## src/umul_pkg.sv

```systemverilog
// Constants shared by the unsigned 8x8 multiply datapath
package umul_pkg;
	// ************************************************************
	// Instruction fields
	// ************************************************************
	localparam logic [7:0] OP_IMM_BYTE   = 8'h0d; // Upper byte of multiply_by_immediate
	localparam logic [6:0] OP_REG_BITS   = 7'h01; // Upper seven bits of multiply_by_register
	localparam int         OPC_BYTE_MSB  = 15;
	localparam int         OPC_BYTE_LSB  = 8;
	localparam int         OPC_REG_LSB   = 9;
	localparam int         SEL_BIT       = 8;     // Bank selector bit
	localparam int         LOW_BYTE_MSB  = 7;

	// ************************************************************
	// Data memory addressing
	// ************************************************************
	localparam logic [7:0] ACCESS_SPLIT  = 8'h80; // Offsets below map low, the split and above map high
	localparam logic [3:0] ACCESS_LO_BNK = 4'h0;
	localparam logic [3:0] ACCESS_HI_BNK = 4'hf;

	// ************************************************************
	// Reset values
	// ************************************************************
	localparam logic [7:0]  RST_BYTE  = 8'h00;
	localparam logic [11:0] RST_ADDR  = 12'h000;
	localparam logic [15:0] RST_PROD  = 16'h0000;
endpackage

```

## src/umul_if.sv

```systemverilog
// Operand and product carrier between the datapath and its multiplier array
`timescale 1ns/1ps
interface umul_if;
	logic [7:0]  opnd_a;
	logic [7:0]  opnd_b;
	logic [15:0] product;

	modport src  (output opnd_a, output opnd_b, input product);
	modport core (input opnd_a, input opnd_b, output product);
endinterface

```

## src/umul_array.sv

```systemverilog
// Combinational unsigned 8x8 shift-and-add multiplier array
`timescale 1ns/1ps
module umul_array (
	umul_if.core mif
);
	// ************************************************************
	// Partial product chain
	// ************************************************************
	logic [15:0] psum [0:8];

	// Chain start at zero
	assign psum[0] = 16'h0000;

	// One adder row per multiplier bit; unsigned, so no sign extension rows
	genvar i;
	generate
		for (i = 0; i < 8; i++) begin : g_row
			assign psum[i+1] = psum[i] + (mif.opnd_b[i] ? (16'({8'h00, mif.opnd_a}) << i) : 16'h0000);
		end
	endgenerate

	// Full 16-bit result; cannot overflow for 8x8 unsigned operands
	assign mif.product = psum[8];
endmodule // umul_array

```

## src/umul_top.sv

```systemverilog
// Unsigned 8x8 multiply datapath: decode, operand fetch, product register pair
`timescale 1ns/1ps
module umul_top
	import umul_pkg::*;
(
	input  wire logic        clk_in,
	input  wire logic        nrst_in,
	input  wire logic        ce_in,
	input  wire logic        instr_valid_in,
	input  wire logic [15:0] instr_in,
	input  wire logic [7:0]  acc_in,
	input  wire logic [7:0]  bank_select_register_in,
	input  wire logic [7:0]  mem_rdata_in,
	output logic             mem_rd_out,
	output logic      [11:0] mem_addr_out,
	output logic             prod_we_out,
	output logic      [7:0]  product_high_byte_out,
	output logic      [7:0]  product_low_byte_out
);
	// ************************************************************
	// Decode
	// ************************************************************
	logic       take_imm;
	logic       take_reg;
	logic [7:0] low_byte;
	logic       bank_sel;

	// Stage zero decode of the incoming word
	assign take_imm = instr_valid_in && (instr_in[OPC_BYTE_MSB:OPC_BYTE_LSB] == OP_IMM_BYTE);
	assign take_reg = instr_valid_in && (instr_in[OPC_BYTE_MSB:OPC_REG_LSB] == OP_REG_BITS);
	assign low_byte = instr_in[LOW_BYTE_MSB:0];
	assign bank_sel = instr_in[SEL_BIT];

	// ************************************************************
	// Pipeline state
	// ************************************************************
	// Two-stage slot: issue registers the operands, the next enabled edge loads the product
	// Stages overlap, so a multiply may start on every enabled cycle
	// One cycle of latency gives the memory read a full cycle to settle
	logic        stg_vld_ff, nxt_stg_vld;
	logic        stg_reg_ff, nxt_stg_reg;
	logic [7:0]  opa_ff,     nxt_opa;
	logic [7:0]  imm_ff,     nxt_imm;
	logic        rd_ff,      nxt_rd;
	logic [11:0] addr_ff,    nxt_addr;
	logic        we_ff,      nxt_we;
	logic [15:0] prod_ff,    nxt_prod;

	umul_if mif ();

	// Second operand: literal, or the byte memory returns during the fetch slot
	assign mif.opnd_a = opa_ff;
	assign mif.opnd_b = stg_reg_ff ? mem_rdata_in : imm_ff;

	// Array is combinational: the memory byte must settle inside the strobe cycle
	umul_array u_array (
		.mif (mif.core)
	);

	// Next-state logic; everything holds while the clock enable is low
	always_comb begin
		nxt_stg_vld = stg_vld_ff;
		nxt_stg_reg = stg_reg_ff;
		nxt_opa     = opa_ff;
		nxt_imm     = imm_ff;
		nxt_rd      = rd_ff;
		nxt_addr    = addr_ff;
		nxt_we      = we_ff;
		nxt_prod    = prod_ff;
		if (ce_in) begin
			// Operand read: accumulator sampled at issue, never written back
			nxt_stg_vld = take_imm || take_reg;
			nxt_stg_reg = take_reg;
			nxt_rd      = take_reg; // Read strobe only; the block has no memory write path
			if (take_imm || take_reg) begin
				nxt_opa = acc_in;
				nxt_imm = low_byte;
			end
			if (take_reg) begin
				// Only four bank bits reach the 12-bit data space; upper bits are ignored
				if (bank_sel) begin
					nxt_addr = {bank_select_register_in[3:0], low_byte};
				end else if (low_byte < ACCESS_SPLIT) begin
					nxt_addr = {ACCESS_LO_BNK, low_byte};
				end else begin
					nxt_addr = {ACCESS_HI_BNK, low_byte};
				end
			end
			// Product write closes the instruction slot; no flag or zero detect exists
			nxt_we = stg_vld_ff;
			if (stg_vld_ff) begin
				nxt_prod = mif.product;
			end
		end
	end

	// Registers only
	always_ff @(posedge clk_in or negedge nrst_in) begin
		if (!nrst_in) begin
			stg_vld_ff <= 1'b0;
			stg_reg_ff <= 1'b0;
			opa_ff     <= RST_BYTE;
			imm_ff     <= RST_BYTE;
			rd_ff      <= 1'b0;
			addr_ff    <= RST_ADDR;
			we_ff      <= 1'b0;
			prod_ff    <= RST_PROD;
		end else begin
			stg_vld_ff <= nxt_stg_vld;
			stg_reg_ff <= nxt_stg_reg;
			opa_ff     <= nxt_opa;
			imm_ff     <= nxt_imm;
			rd_ff      <= nxt_rd;
			addr_ff    <= nxt_addr;
			we_ff      <= nxt_we;
			prod_ff    <= nxt_prod;
		end
	end

	// Outputs straight from flops
	assign mem_rd_out            = rd_ff;
	assign mem_addr_out          = addr_ff;
	assign prod_we_out           = we_ff;
	assign product_high_byte_out = prod_ff[15:8];
	assign product_low_byte_out  = prod_ff[7:0];

	// ************************************************************
	// Assertions
	// ************************************************************
	// Words on the port that decode to neither multiply
	logic take_other;
	assign take_other = instr_valid_in && !take_imm && !take_reg;

	// Immediate product one enabled edge after issue
	a_imm_product: assert property (@(posedge clk_in) disable iff (!nrst_in)
		(ce_in && take_imm) ##1 ce_in |=>
		({product_high_byte_out, product_low_byte_out} == 16'($past(acc_in, 2)) * 16'($past(instr_in[7:0], 2))))
		else $error("immediate product wrong");

	// Register product uses the byte returned during the strobe cycle
	a_reg_product: assert property (@(posedge clk_in) disable iff (!nrst_in)
		(ce_in && take_reg) ##1 ce_in |=>
		({product_high_byte_out, product_low_byte_out} == 16'($past(acc_in, 2)) * 16'($past(mem_rdata_in, 1))))
		else $error("register product wrong");

	// Selector set: bank register picks the bank
	a_bank_addr: assert property (@(posedge clk_in) disable iff (!nrst_in)
		(ce_in && take_reg && bank_sel) |=>
		(mem_rd_out && mem_addr_out == {$past(bank_select_register_in[3:0]), $past(instr_in[7:0])}))
		else $error("banked address wrong");

	// Selector clear: fixed access window, split at the offset midpoint
	a_access_addr: assert property (@(posedge clk_in) disable iff (!nrst_in)
		(ce_in && take_reg && !bank_sel) |=>
		(mem_addr_out[7:0] == $past(instr_in[7:0]) &&
		 mem_addr_out[11:8] == (($past(instr_in[7:0]) < ACCESS_SPLIT) ? ACCESS_LO_BNK : ACCESS_HI_BNK)))
		else $error("access bank address wrong");

	// Every accepted multiply ends in a product write
	a_write_slot: assert property (@(posedge clk_in) disable iff (!nrst_in)
		(ce_in && (take_imm || take_reg)) ##1 ce_in |=> prod_we_out)
		else $error("product write missing");

	// Product pair changes only on an enabled edge with a staged multiply
	a_prod_only_mul: assert property (@(posedge clk_in) disable iff (!nrst_in)
		$changed(prod_ff) |-> $past(stg_vld_ff) && $past(ce_in))
		else $error("product changed without multiply");

	// Memory is only ever read, and only for the register form
	a_rd_source: assert property (@(posedge clk_in) disable iff (!nrst_in)
		($rose(mem_rd_out)) |-> $past(take_reg) && $past(ce_in))
		else $error("memory read without register multiply");

	// Other opcodes never reach the product pair
	a_reject_other: assert property (@(posedge clk_in) disable iff (!nrst_in)
		(ce_in && take_other) ##1 ce_in |=> !prod_we_out)
		else $error("non-multiply wrote product");

	// Clock enable low freezes the slot
	a_freeze_hold: assert property (@(posedge clk_in) disable iff (!nrst_in)
		!ce_in |=> $stable(prod_ff) && $stable(we_ff) && $stable(rd_ff))
		else $error("state moved while frozen");

	// Write pulse only follows a staged multiply
	a_we_source: assert property (@(posedge clk_in) disable iff (!nrst_in)
		(prod_we_out && $past(ce_in)) |-> $past(stg_vld_ff))
		else $error("product write without staged multiply");

	// Read address moves only for a register multiply
	a_addr_hold: assert property (@(posedge clk_in) disable iff (!nrst_in)
		$changed(mem_addr_out) |-> $past(take_reg) && $past(ce_in))
		else $error("read address moved without register multiply");

	// Strobe drops when no register multiply issues
	a_rd_clear: assert property (@(posedge clk_in) disable iff (!nrst_in)
		(ce_in && !take_reg) |=> !mem_rd_out)
		else $error("read strobe without register multiply");

	// Accumulator captured at issue, never fed back
	a_opnd_stage: assert property (@(posedge clk_in) disable iff (!nrst_in)
		(ce_in && (take_imm || take_reg)) |=> (opa_ff == $past(acc_in)))
		else $error("accumulator operand not captured at issue");

	// ************************************************************
	// Coverage
	// ************************************************************
	// Both forms, both bank paths, overlap and a stalled slot
	c_imm: cover property (@(posedge clk_in) disable iff (!nrst_in) (ce_in && take_imm) ##1 ce_in ##1 prod_we_out);
	c_reg_banked: cover property (@(posedge clk_in) disable iff (!nrst_in) (ce_in && take_reg && bank_sel) ##1 ce_in);
	c_reg_access: cover property (@(posedge clk_in) disable iff (!nrst_in) (ce_in && take_reg && !bank_sel) ##1 ce_in);
	c_b2b: cover property (@(posedge clk_in) disable iff (!nrst_in) (ce_in && take_imm) ##1 (ce_in && take_reg));
	c_stall: cover property (@(posedge clk_in) disable iff (!nrst_in) (stg_vld_ff && !ce_in) ##1 ce_in ##1 prod_we_out);
endmodule // umul_top
```

## config.mk

```make
export PLATFORM = sky130hd
export DESIGN_NAME = umul_top
export DESIGN_NICKNAME = d
export VERILOG_FILES = /design/src/umul_pkg.sv /design/src/umul_if.sv /design/src/umul_array.sv /design/src/umul_top.sv
export SDC_FILE = /design/constraint.sdc
export NUM_CORES = 1
export LEC_CHECK = 0
export ABC_AREA = 0
export BUFFER_PORTS_ARGS = -buffer_cell sky130_fd_sc_hd__buf_2
export CAP_MARGIN = 20
export CORE_MARGIN = 5
export CORE_UTILIZATION = 44
export DETAILED_ROUTE_END_ITERATION = 6
export PLACE_DENSITY = 0.66
export SKIP_CTS_REPAIR_TIMING = 1
export SYNTH_ARGS = -nofsm -noshare
export SYNTH_HDL_FRONTEND = slang
export SYNTH_SLANG_ARGS = --single-unit
```

## constraint.sdc

```tcl
create_clock -name clk_in -period 6.5 [get_ports clk_in]
set_input_delay 1.3 -clock clk_in [delete_from_list [all_inputs] [get_ports clk_in]]
set_output_delay 1.3 -clock clk_in [all_outputs]
set_load 0.05 [all_outputs]
```

==> qor.yml, run 1 <==
place_inst: 522
postLayoutCellArea_sq_um: 4420
worstHoldPathType: "reg2reg"
cp_data_required_time_ns: 6.66
cp_cell_sequence: "buf_2, mux2i_1, nor2b_1, fa_1, inv_1, fa_1, inv_1, fa_1, inv_1, fa_1, inv_1, ha_1, nand3_1, o211a_1, o31ai_1, xnor2_1, o21ai_1"
critPathKind: "in2reg"
end_kind: "flip-flop"
grt_start_max_net_pins: 48
cts_root_buf: "clkbuf_8"
synthTopCellsByArea: "dfrtp_1, fa_1, ha_1"
yosysMostFrequentCell: "nor2b_1"
die_y_um: 103
fill_cells: 796
yosys.area.top_type: "dfrtp_1"
totalPowerFinal_uw: 622
cts_tree: "yes"
synth_commonest_cells: "nor2b_1, dfrtp_1, fa_1, inv_1, ha_1"
path_clk_slew_ns: 0.09
outcome: "completed"
num_vias: 2662
cp-start-kind: "input port"
wirelength_mm: 7.29
cts_made_buffers: 5
drv_cap: 0
clockBufferDepth: 2
ys_seq_area_share_pct: 30.9
grt_pass1_wl_mm: 12.7
slew_viol_final: 0
path_delay_family: "adder cells"
coreArea_sq_um: 8590
relSlewSlack_pct: 46.7
synth_fp_nets: 459
synth_top_area_share_pct: 30.9
post_dp_cell_area_sq_um: 4290
gp_congestion: 0.849
start_util_pct: 44.4
final_cells: 530
via_per_inst: 5.02
worstPathArrival_ns: 5.71
critPathMaxFanout: 8
critPathBufInv: 5
slowest_delay_ns: 0.56
insertion_delay_ns: 0.31
antenna_found_initial: 0
overflow: 0
crit_path_top_delay_cell: "fa_1"
numPortBuffers: 69
dp_hpwl_mm: 5.84
timing.final.crit_share_pct: 85.3
grt_use_total_pct: 14.9
htree_levels: 2
syn_area_sq_um: 3810
yosysUniqueCellTypes: 35
cts.sinks: 47
die-area_sq_um: 10600
rsz0062_at_grt: "no"
syn_inst: 346
synth.avg_cell_area_sq_um: 11.0
die_w_um: 103
grt_pass1_vias: 2817
syn_to_final_growth_pct: 15.9
synth_edf_count: 0
setup_violations: 0
ant_nets: 0
tightestPinTransition_ns: 0.798
drc_errors: 0
drive_above_1_share_pct: 24.2
final-hold-violation-count: 0
p_leak_nw: 2.30
ys_ff_latch: 47
synth_async_sr_flop_share_pct: 100
core.rowCount: 34
wl_per_cell_um: 13.8
p_per_area_nw_per_um2: 141
synth-main-ff-cell: "dfrtp_1"
ys_warn_count: 0
num_antenna_cells: 0
drt_iter0_drc: 66
final.min_clock_period_ns: 5.55
finClkSkew_ns: 0.0102
vdd_ir_drop_max_mv: 0.100
drt_pass1_iterations: 4
io_pins: 74
final_nets: 535
fin_setup_tns_ns: 0
clock.fmax_mhz: 180
## cell families after synthesis
| group | share of synthesized area [%] |
|---|---|
| AND/OR/NAND/NOR | 15.4 |
| adder cells (fa/ha/maj) | 30.1 |
| buffers and inverters | 4.56 |
| AO/OA/AOI/OAI | 5.65 |
| multiplexers | 11.1 |
| flip-flops | 30.9 |
| XOR/XNOR | 2.30 |
## cells in the final DEF, fill, tap and decap left out, drive strengths merged, types with 11 or more instances in the layout
master   n
ha      31
nand2b  11
buf     75
a21oi   13
mux2    31
dfrtp   47
inv     36
fa      38
o21ai   19
nand2   24
nor2b   48
## layout make-up
cell class              instances  area [sq um]  area share (%)
clock inverters                 2          37.5           0.850
clock buffers                   5          68.8            1.56
well taps                     108           135            3.06
repair buffers                 75           403            9.12
inverters                      36           135            3.06
flip-flops and latches         47          1180            26.6
multi-input cells             257          2460            55.7
## worst min-delay path: cells and delay by family (launching register included)
family	cells	cell delay, ns
AO/OA/AOI/OAI	1	0.06
flip-flops	1	0.34
AND/OR/NAND/NOR	1	0.05
## flip-flops by register name (all words and copies together) (netlist names)
register	count
prod_ff	16
mif.opnd_a	8
imm_ff	8
mem_addr_out	12
prod_we_out	1
mem_rd_out	1
stg_vld_ff	1
## layer usage
metal	routed length, um	global-route usage, %
met1	3270	19.9
met2	3530	24.0
met3	455	4.33
met4	36	3.59
met5	0	0
## where the power goes
part	internal (mW)	total (mW)	switching, mW
Sequential	0.302	0.314	0.0120
Combinational	0.0392	0.0922	0.0529
Clock	0.113	0.216	0.103
Total	0.454	0.622	0.168
## metrics by stage
stage / setup slack, ns / hold WS [ns] / utilization [%]
after floorplan: 1.19 / 0.454 / -
after global placement: 0.673 / 0.459 / 49.9
after detailed placement: 0.597 / 0.465 / 49.9
after CTS: 0.924 / 0.488 / 51.2
after global routing: 0.751 / 0.501 / 51.4
final: 0.955 / 0.477 / 51.4
## path summary, 6_finish.rpt
kind,startpoint,to,slack (ns),cells after the start
min in group asynchronous,nrst_in,prod_ff[7],0.96,1
worst max register to register,mem_rd_out,prod_ff[14],1.28,16
max in group asynchronous,nrst_in,mif.opnd_a[6],5.02,2
worst min register to register,prod_ff[8],prod_ff[8],0.48,2
worst min-delay path,prod_ff[8],prod_ff[8],0.48,2
worst max-delay path,mem_rdata_in[2],prod_ff[14],0.95,17
Power figures use the tool's default switching activity.
==> inputs of run 2 (changes only) <==
--- a/config.mk
+++ b/config.mk
@@ -6,12 +6,11 @@
 export NUM_CORES = 1
 export LEC_CHECK = 0
 export ABC_AREA = 0
-export BUFFER_PORTS_ARGS = -buffer_cell sky130_fd_sc_hd__buf_2
 export CAP_MARGIN = 20
 export CORE_MARGIN = 5
 export CORE_UTILIZATION = 44
 export DETAILED_ROUTE_END_ITERATION = 6
-export PLACE_DENSITY = 0.66
+export DONT_BUFFER_PORTS = 1
 export SKIP_CTS_REPAIR_TIMING = 1
 export SYNTH_ARGS = -nofsm -noshare
 export SYNTH_HDL_FRONTEND = slang
==> run 2 against run 1 <==
Compared with the run above:
- flip-flop and latch count unchanged
- non-clock buffer count down 69
- wire length decreased by 1.5%
- via count down 10%
- critical path type unchanged
- core utilization decreased by 3.9 points
- die area stayed put
- design area shrank 7.5%
- fmax grew 1.2%
- global-route usage is essentially flat
- power increased by 2.1%
==> qor.yml, run 2 (synthesis results as in run 1) <==
outcome: "completed"
cp-start-kind: "input port"
wirelength_mm: 7.18
path_clk_slew_ns: 0.08
vdd_ir_drop_max_mv: 0.115
pwr-share-seq_pct: 51.6
dp_hpwl_mm: 5.79
final_nets: 466
core.rowCount: 34
fin_setup_tns_ns: 0
switchingPower_uw: 152
final_cell_mix: "nor2b_1, dfrtp_1, fa_1"
cp_cell_sequence: "mux2i_1, nor2b_1, fa_1, inv_1, fa_1, inv_1, fa_1, inv_1, fa_1, inv_1, ha_1, nand3_1, o211a_1, o31ai_1, xnor2_1, o21ai_1"
fill_cells: 828
gp_congestion: 0.787
fin_ws_ns: 1.02
antenna_found_initial: 0
slew_viol_final: 0
finClkSkew_ns: 0.0107
end_kind: "flip-flop"
combPwrFrac_pct: 8.6
largest_reg_flops: 16
relSlewSlack_pct: 42.4
tightestPinTransition_ns: 0.840
place_inst: 454
ant_nets: 0
drive_above_1_share_pct: 9.32
io_pins: 74
setup_violations: 0
p_per_area_nw_per_um2: 156
clock.fmax_mhz: 182
die-area_sq_um: 10600
critPathKind: "in2reg"
switching_share_pct: 24.0
clockBufferDepth: 2
drt_pass1_iterations: 4
cts_tree: "yes"
start_util_pct: 44.4
cts.sinks: 47
numPortBuffers: 0
final-hold-violation-count: 0
path_delay_family: "adder cells"
crit_path_top_delay_cell: "fa_1"
syn_to_final_growth_pct: 7.19
cts_made_buffers: 5
via_per_inst: 5.18
overflow: 0
htree_levels: 2
worstHoldPathType: "reg2reg"
final_cells: 462
drv_cap: 0
cellInternalPower_uw: 483
num_antenna_cells: 0
dp_slack_ns: 0.690
final_core_util_pct: 47.6
worstPathArrival_ns: 5.63
rsz0062_at_grt: "no"
grt_use_total_pct: 14.9
drt_iter0_drc: 37
wl_per_cell_um: 15.5
grt_start_max_net_pins: 48
drc_errors: 0
p_clk_share_pct: 39.8
die_y_um: 103
insertion_delay_ns: 0.30
num_vias: 2395
critPathBufInv: 4
grt_pass1_wl_mm: 12.5
die_w_um: 103
slowest_delay_ns: 0.57
final_common_cell: "nor2b_1"
cp_data_required_time_ns: 6.65
timing.final.crit_share_pct: 84.3
cts_root_buf: "clkbuf_8"
coreArea_sq_um: 8590
critPathMaxFanout: 8
top_register: "prod_ff"
final.min_clock_period_ns: 5.48
p_leak_nw: 1.99
grt_pass1_vias: 2593
-- run 2: final timing paths --
kind	from	to	slack [ns]	cells past startpoint
setup / recovery	mem_rdata_in[2]	prod_ff[14]	1.02	16
hold / removal	imm_ff[1]	imm_ff[1]	0.49	1
setup reg to reg	mem_rd_out	prod_ff[14]	1.36	16
hold reg to reg	imm_ff[1]	imm_ff[1]	0.49	1
max in group asynchronous	nrst_in	mem_addr_out[4]	5.69	0
min in group asynchronous	nrst_in	prod_ff[13]	0.68	0
-- run 2: cell type report --
type	count	area (sq um)	area share (%)
multi-input cells	257	2460	60.3
flip-flops and latches	47	1180	28.8
inverters	36	135	3.31
well taps	108	135	3.31
clock buffers	6	72.6	1.78
clock inverters	2	60.1	1.47
repair buffers	6	45.0	1.10
-- run 2: stage by stage --
stage	power (mW)	area (sq um)	hold slack [ns]
after floorplan	0.371	3810	0.454
after global placement	0.389	3950	0.465
after detailed placement	0.390	3950	0.474
after CTS	0.649	4090	0.495
after global routing	0.668	4090	0.508
final	0.636	4090	0.488
-- run 2: routing by layer --
metal / vias up / wire (um) / track usage [%]
met2: 53 / 3570 / 25.0
met3: 6 / 478 / 4.53
met5: - / 0 / 0
li1: 1138 / - / -
met4: 0 / 61 / 3.29
met1: 1198 / 3080 / 19.1
-- run 2: worst reg2reg max path, stage by stage, from the launching register on --
cell and delay (ns):
dfrtp_1 0.54, mux2i_1 0.67, nor2b_1 0.15, fa_1 0.57, inv_1 0.06, fa_1 0.54
inv_1 0.06, fa_1 0.55, inv_1 0.06, fa_1 0.53, inv_1 0.04, ha_1 0.36
nand3_1 0.10, o211a_1 0.25, o31ai_1 0.29, xnor2_1 0.15, o21ai_1 0.07
-- run 2: power by group through the flow --
stage	registers, mW	clock network (mW)	logic (mW)
after floorplan	0.328	0	0.0427
after global placement	0.334	0	0.0543
after CTS	0.329	0.264	0.0559
after global routing	0.331	0.275	0.0623
after detailed placement	0.335	0	0.0554
final	0.328	0.253	0.0545
==> inputs of run 3 (changes only) <==
==> constraint.sdc (replaced) <==
create_clock -name clk_in -period 5.7 [get_ports clk_in]
set_input_delay 1.14 -clock clk_in [delete_from_list [all_inputs] [get_ports clk_in]]
set_output_delay 1.14 -clock clk_in [all_outputs]
set_load 0.05 [all_outputs]
==> run 3 against run 2 <==
Compared with the run above:
- register-to-register slack got worse by 0.67 ns
- non-clock buffer count rose by 2
- clock-buffer cell count down 1
- clock skew up 0.0034 ns
- power rose by 5.2%
- flip-flop and latch count stayed put
- clock power is 8.7% lower
- via count is 0.58% lower
- largest power group unchanged
- combinational power is 16% higher
- critical path depth decreased by 2
==> qor.yml, run 3 (synthesis results as in run 1) <==
outcome: "completed"
num_antenna_cells: 0
insertion_delay_ns: 0.32
final_cell_mix: "nor2b_1, dfrtp_1, fa_1"
hold_ws_ns: 0.493
start_util_pct: 44.4
tightestPinTransition_ns: 0.811
clock.fmax_mhz: 197
grt_pass1_wl_mm: 12.3
grt_start_max_net_pins: 48
critPathMostFrequentCell: "fa_1"
worstHoldPathType: "reg2reg"
antenna_found_initial: 0
cp_data_required_time_ns: 5.89
cts_tree: "yes"
slowest_delay_ns: 0.63
clockBufferDepth: 2
io_pins: 74
ant_nets: 0
relSlewSlack_pct: 44.4
drv_cap: 0
wl_per_cell_um: 15.9
final_nets: 468
die_w_um: 103
cp-start-kind: "input port"
drive_above_1_share_pct: 10.1
path_delay_family: "adder cells"
seq_area_sq_um: 1180
grt_use_total_pct: 15.0
critPathKind: "in2reg"
multi_input_area_sq_um: 2460
totalPowerFinal_uw: 669
drt_iter0_drc: 50
rsz0062_at_grt: "no"
timing.final.crit_share_pct: 89.2
cts_root_buf: "clkbuf_8"
critPathBufInv: 2
cts.sinks: 47
critPathMaxFanout: 8
htree_levels: 2
setup_violations: 0
path_clk_slew_ns: 0.11
fin_setup_tns_ns: 0
final-hold-violation-count: 0
met1_usage_pct: 19.8
fill_cells: 813
overflow: 0
vdd_ir_drop_max_mv: 0.101
p_leak_nw: 1.98
final_common_cell: "nor2b_1"
dp_hpwl_mm: 5.83
largest_reg_flops: 16
cts_made_buffers: 5
wirelength_mm: 7.37
syn_to_final_growth_pct: 6.63
p_per_area_nw_per_um2: 164
core.rowCount: 34
numPortBuffers: 0
grtUsageMet2_pct: 24.4
final.min_clock_period_ns: 5.08
drt_pass1_iterations: 4
use_met3_pct: 4.40
drc_errors: 0
worstPathArrival_ns: 5.27
top_register: "prod_ff"
finClkSkew_ns: 0.0141
coreArea_sq_um: 8590
slew_viol_final: 0
grt_pass1_vias: 2549
crit_path_top_delay_cell: "mux2i_1"
end_kind: "flip-flop"
die-area_sq_um: 10600
via_per_inst: 5.13
num_vias: 2381
die_y_um: 103
grt.busiest_layer: "met2"
gp_congestion: 0.803
cp_cell_sequence: "mux2i_1, nor2b_1, fa_1, fa_1, fa_1, inv_1, fa_1, inv_1, ha_1, nand3_1, o211a_1, o31ai_1, xnor2_1, o21ai_1"
-- run 3: changes by cell type in the layout (fill, tap and decap cells not counted), sizes merged --
cell      previous run  this run
inv                 36        38
clkbuf               6         5
clkinvlp             0         1
buf                  6         8
bufinv               2         0
-- run 3: routing by layer --
layer,wire length [um],up-vias
li1,-,1144
met1,3190,1178
met2,3620,50
met3,482,9
met4,80,0
met5,0,-
-- run 3: final cells by class --
cell class / count / area share [%]
Tap cell: 108 / 3.32
Clock inverter: 3 / 0.677
Sequential cell: 47 / 28.9
Inverter: 36 / 3.32
Timing Repair Buffer: 8 / 1.48
Clock buffer: 5 / 1.69
Multi-Input combinational cell: 257 / 60.6
-- run 3: worst paths after layout --
check | from | to | slack [ns] | depth (start not counted)
setup / recovery | mem_rdata_in[1] | prod_ff[14] | 0.62 | 14
hold / removal | imm_ff[0] | imm_ff[0] | 0.49 | 1
setup reg to reg | mem_rd_out | prod_ff[14] | 0.69 | 14
hold reg to reg | imm_ff[0] | imm_ff[0] | 0.49 | 1
max in group asynchronous | nrst_in | mem_addr_out[3] | 5.09 | 0
min in group asynchronous | nrst_in | prod_ff[7] | 0.50 | 0
-- run 3: through the flow --
stage                     cell area, sq um  utilization [%]  setup slack (ns)  instances
after detailed placement              3970             46.2             0.256        456
final                                 4070             47.3             0.618        464
after CTS                             4070             47.3             0.597        464
after floorplan                       3810                -             0.552        346
after global routing                  4070             47.3             0.371        464
after global placement                3970             46.2             0.283        456
-- run 3: where the power goes --
group	switching (mW)	internal, mW	leakage [nW]	total (mW)
sequential	0.0298	0.345	0.650	0.375
clock	0.139	0.0913	0.0467	0.231
combinational	0.0309	0.0325	1.28	0.0634
total	0.200	0.469	1.98	0.669
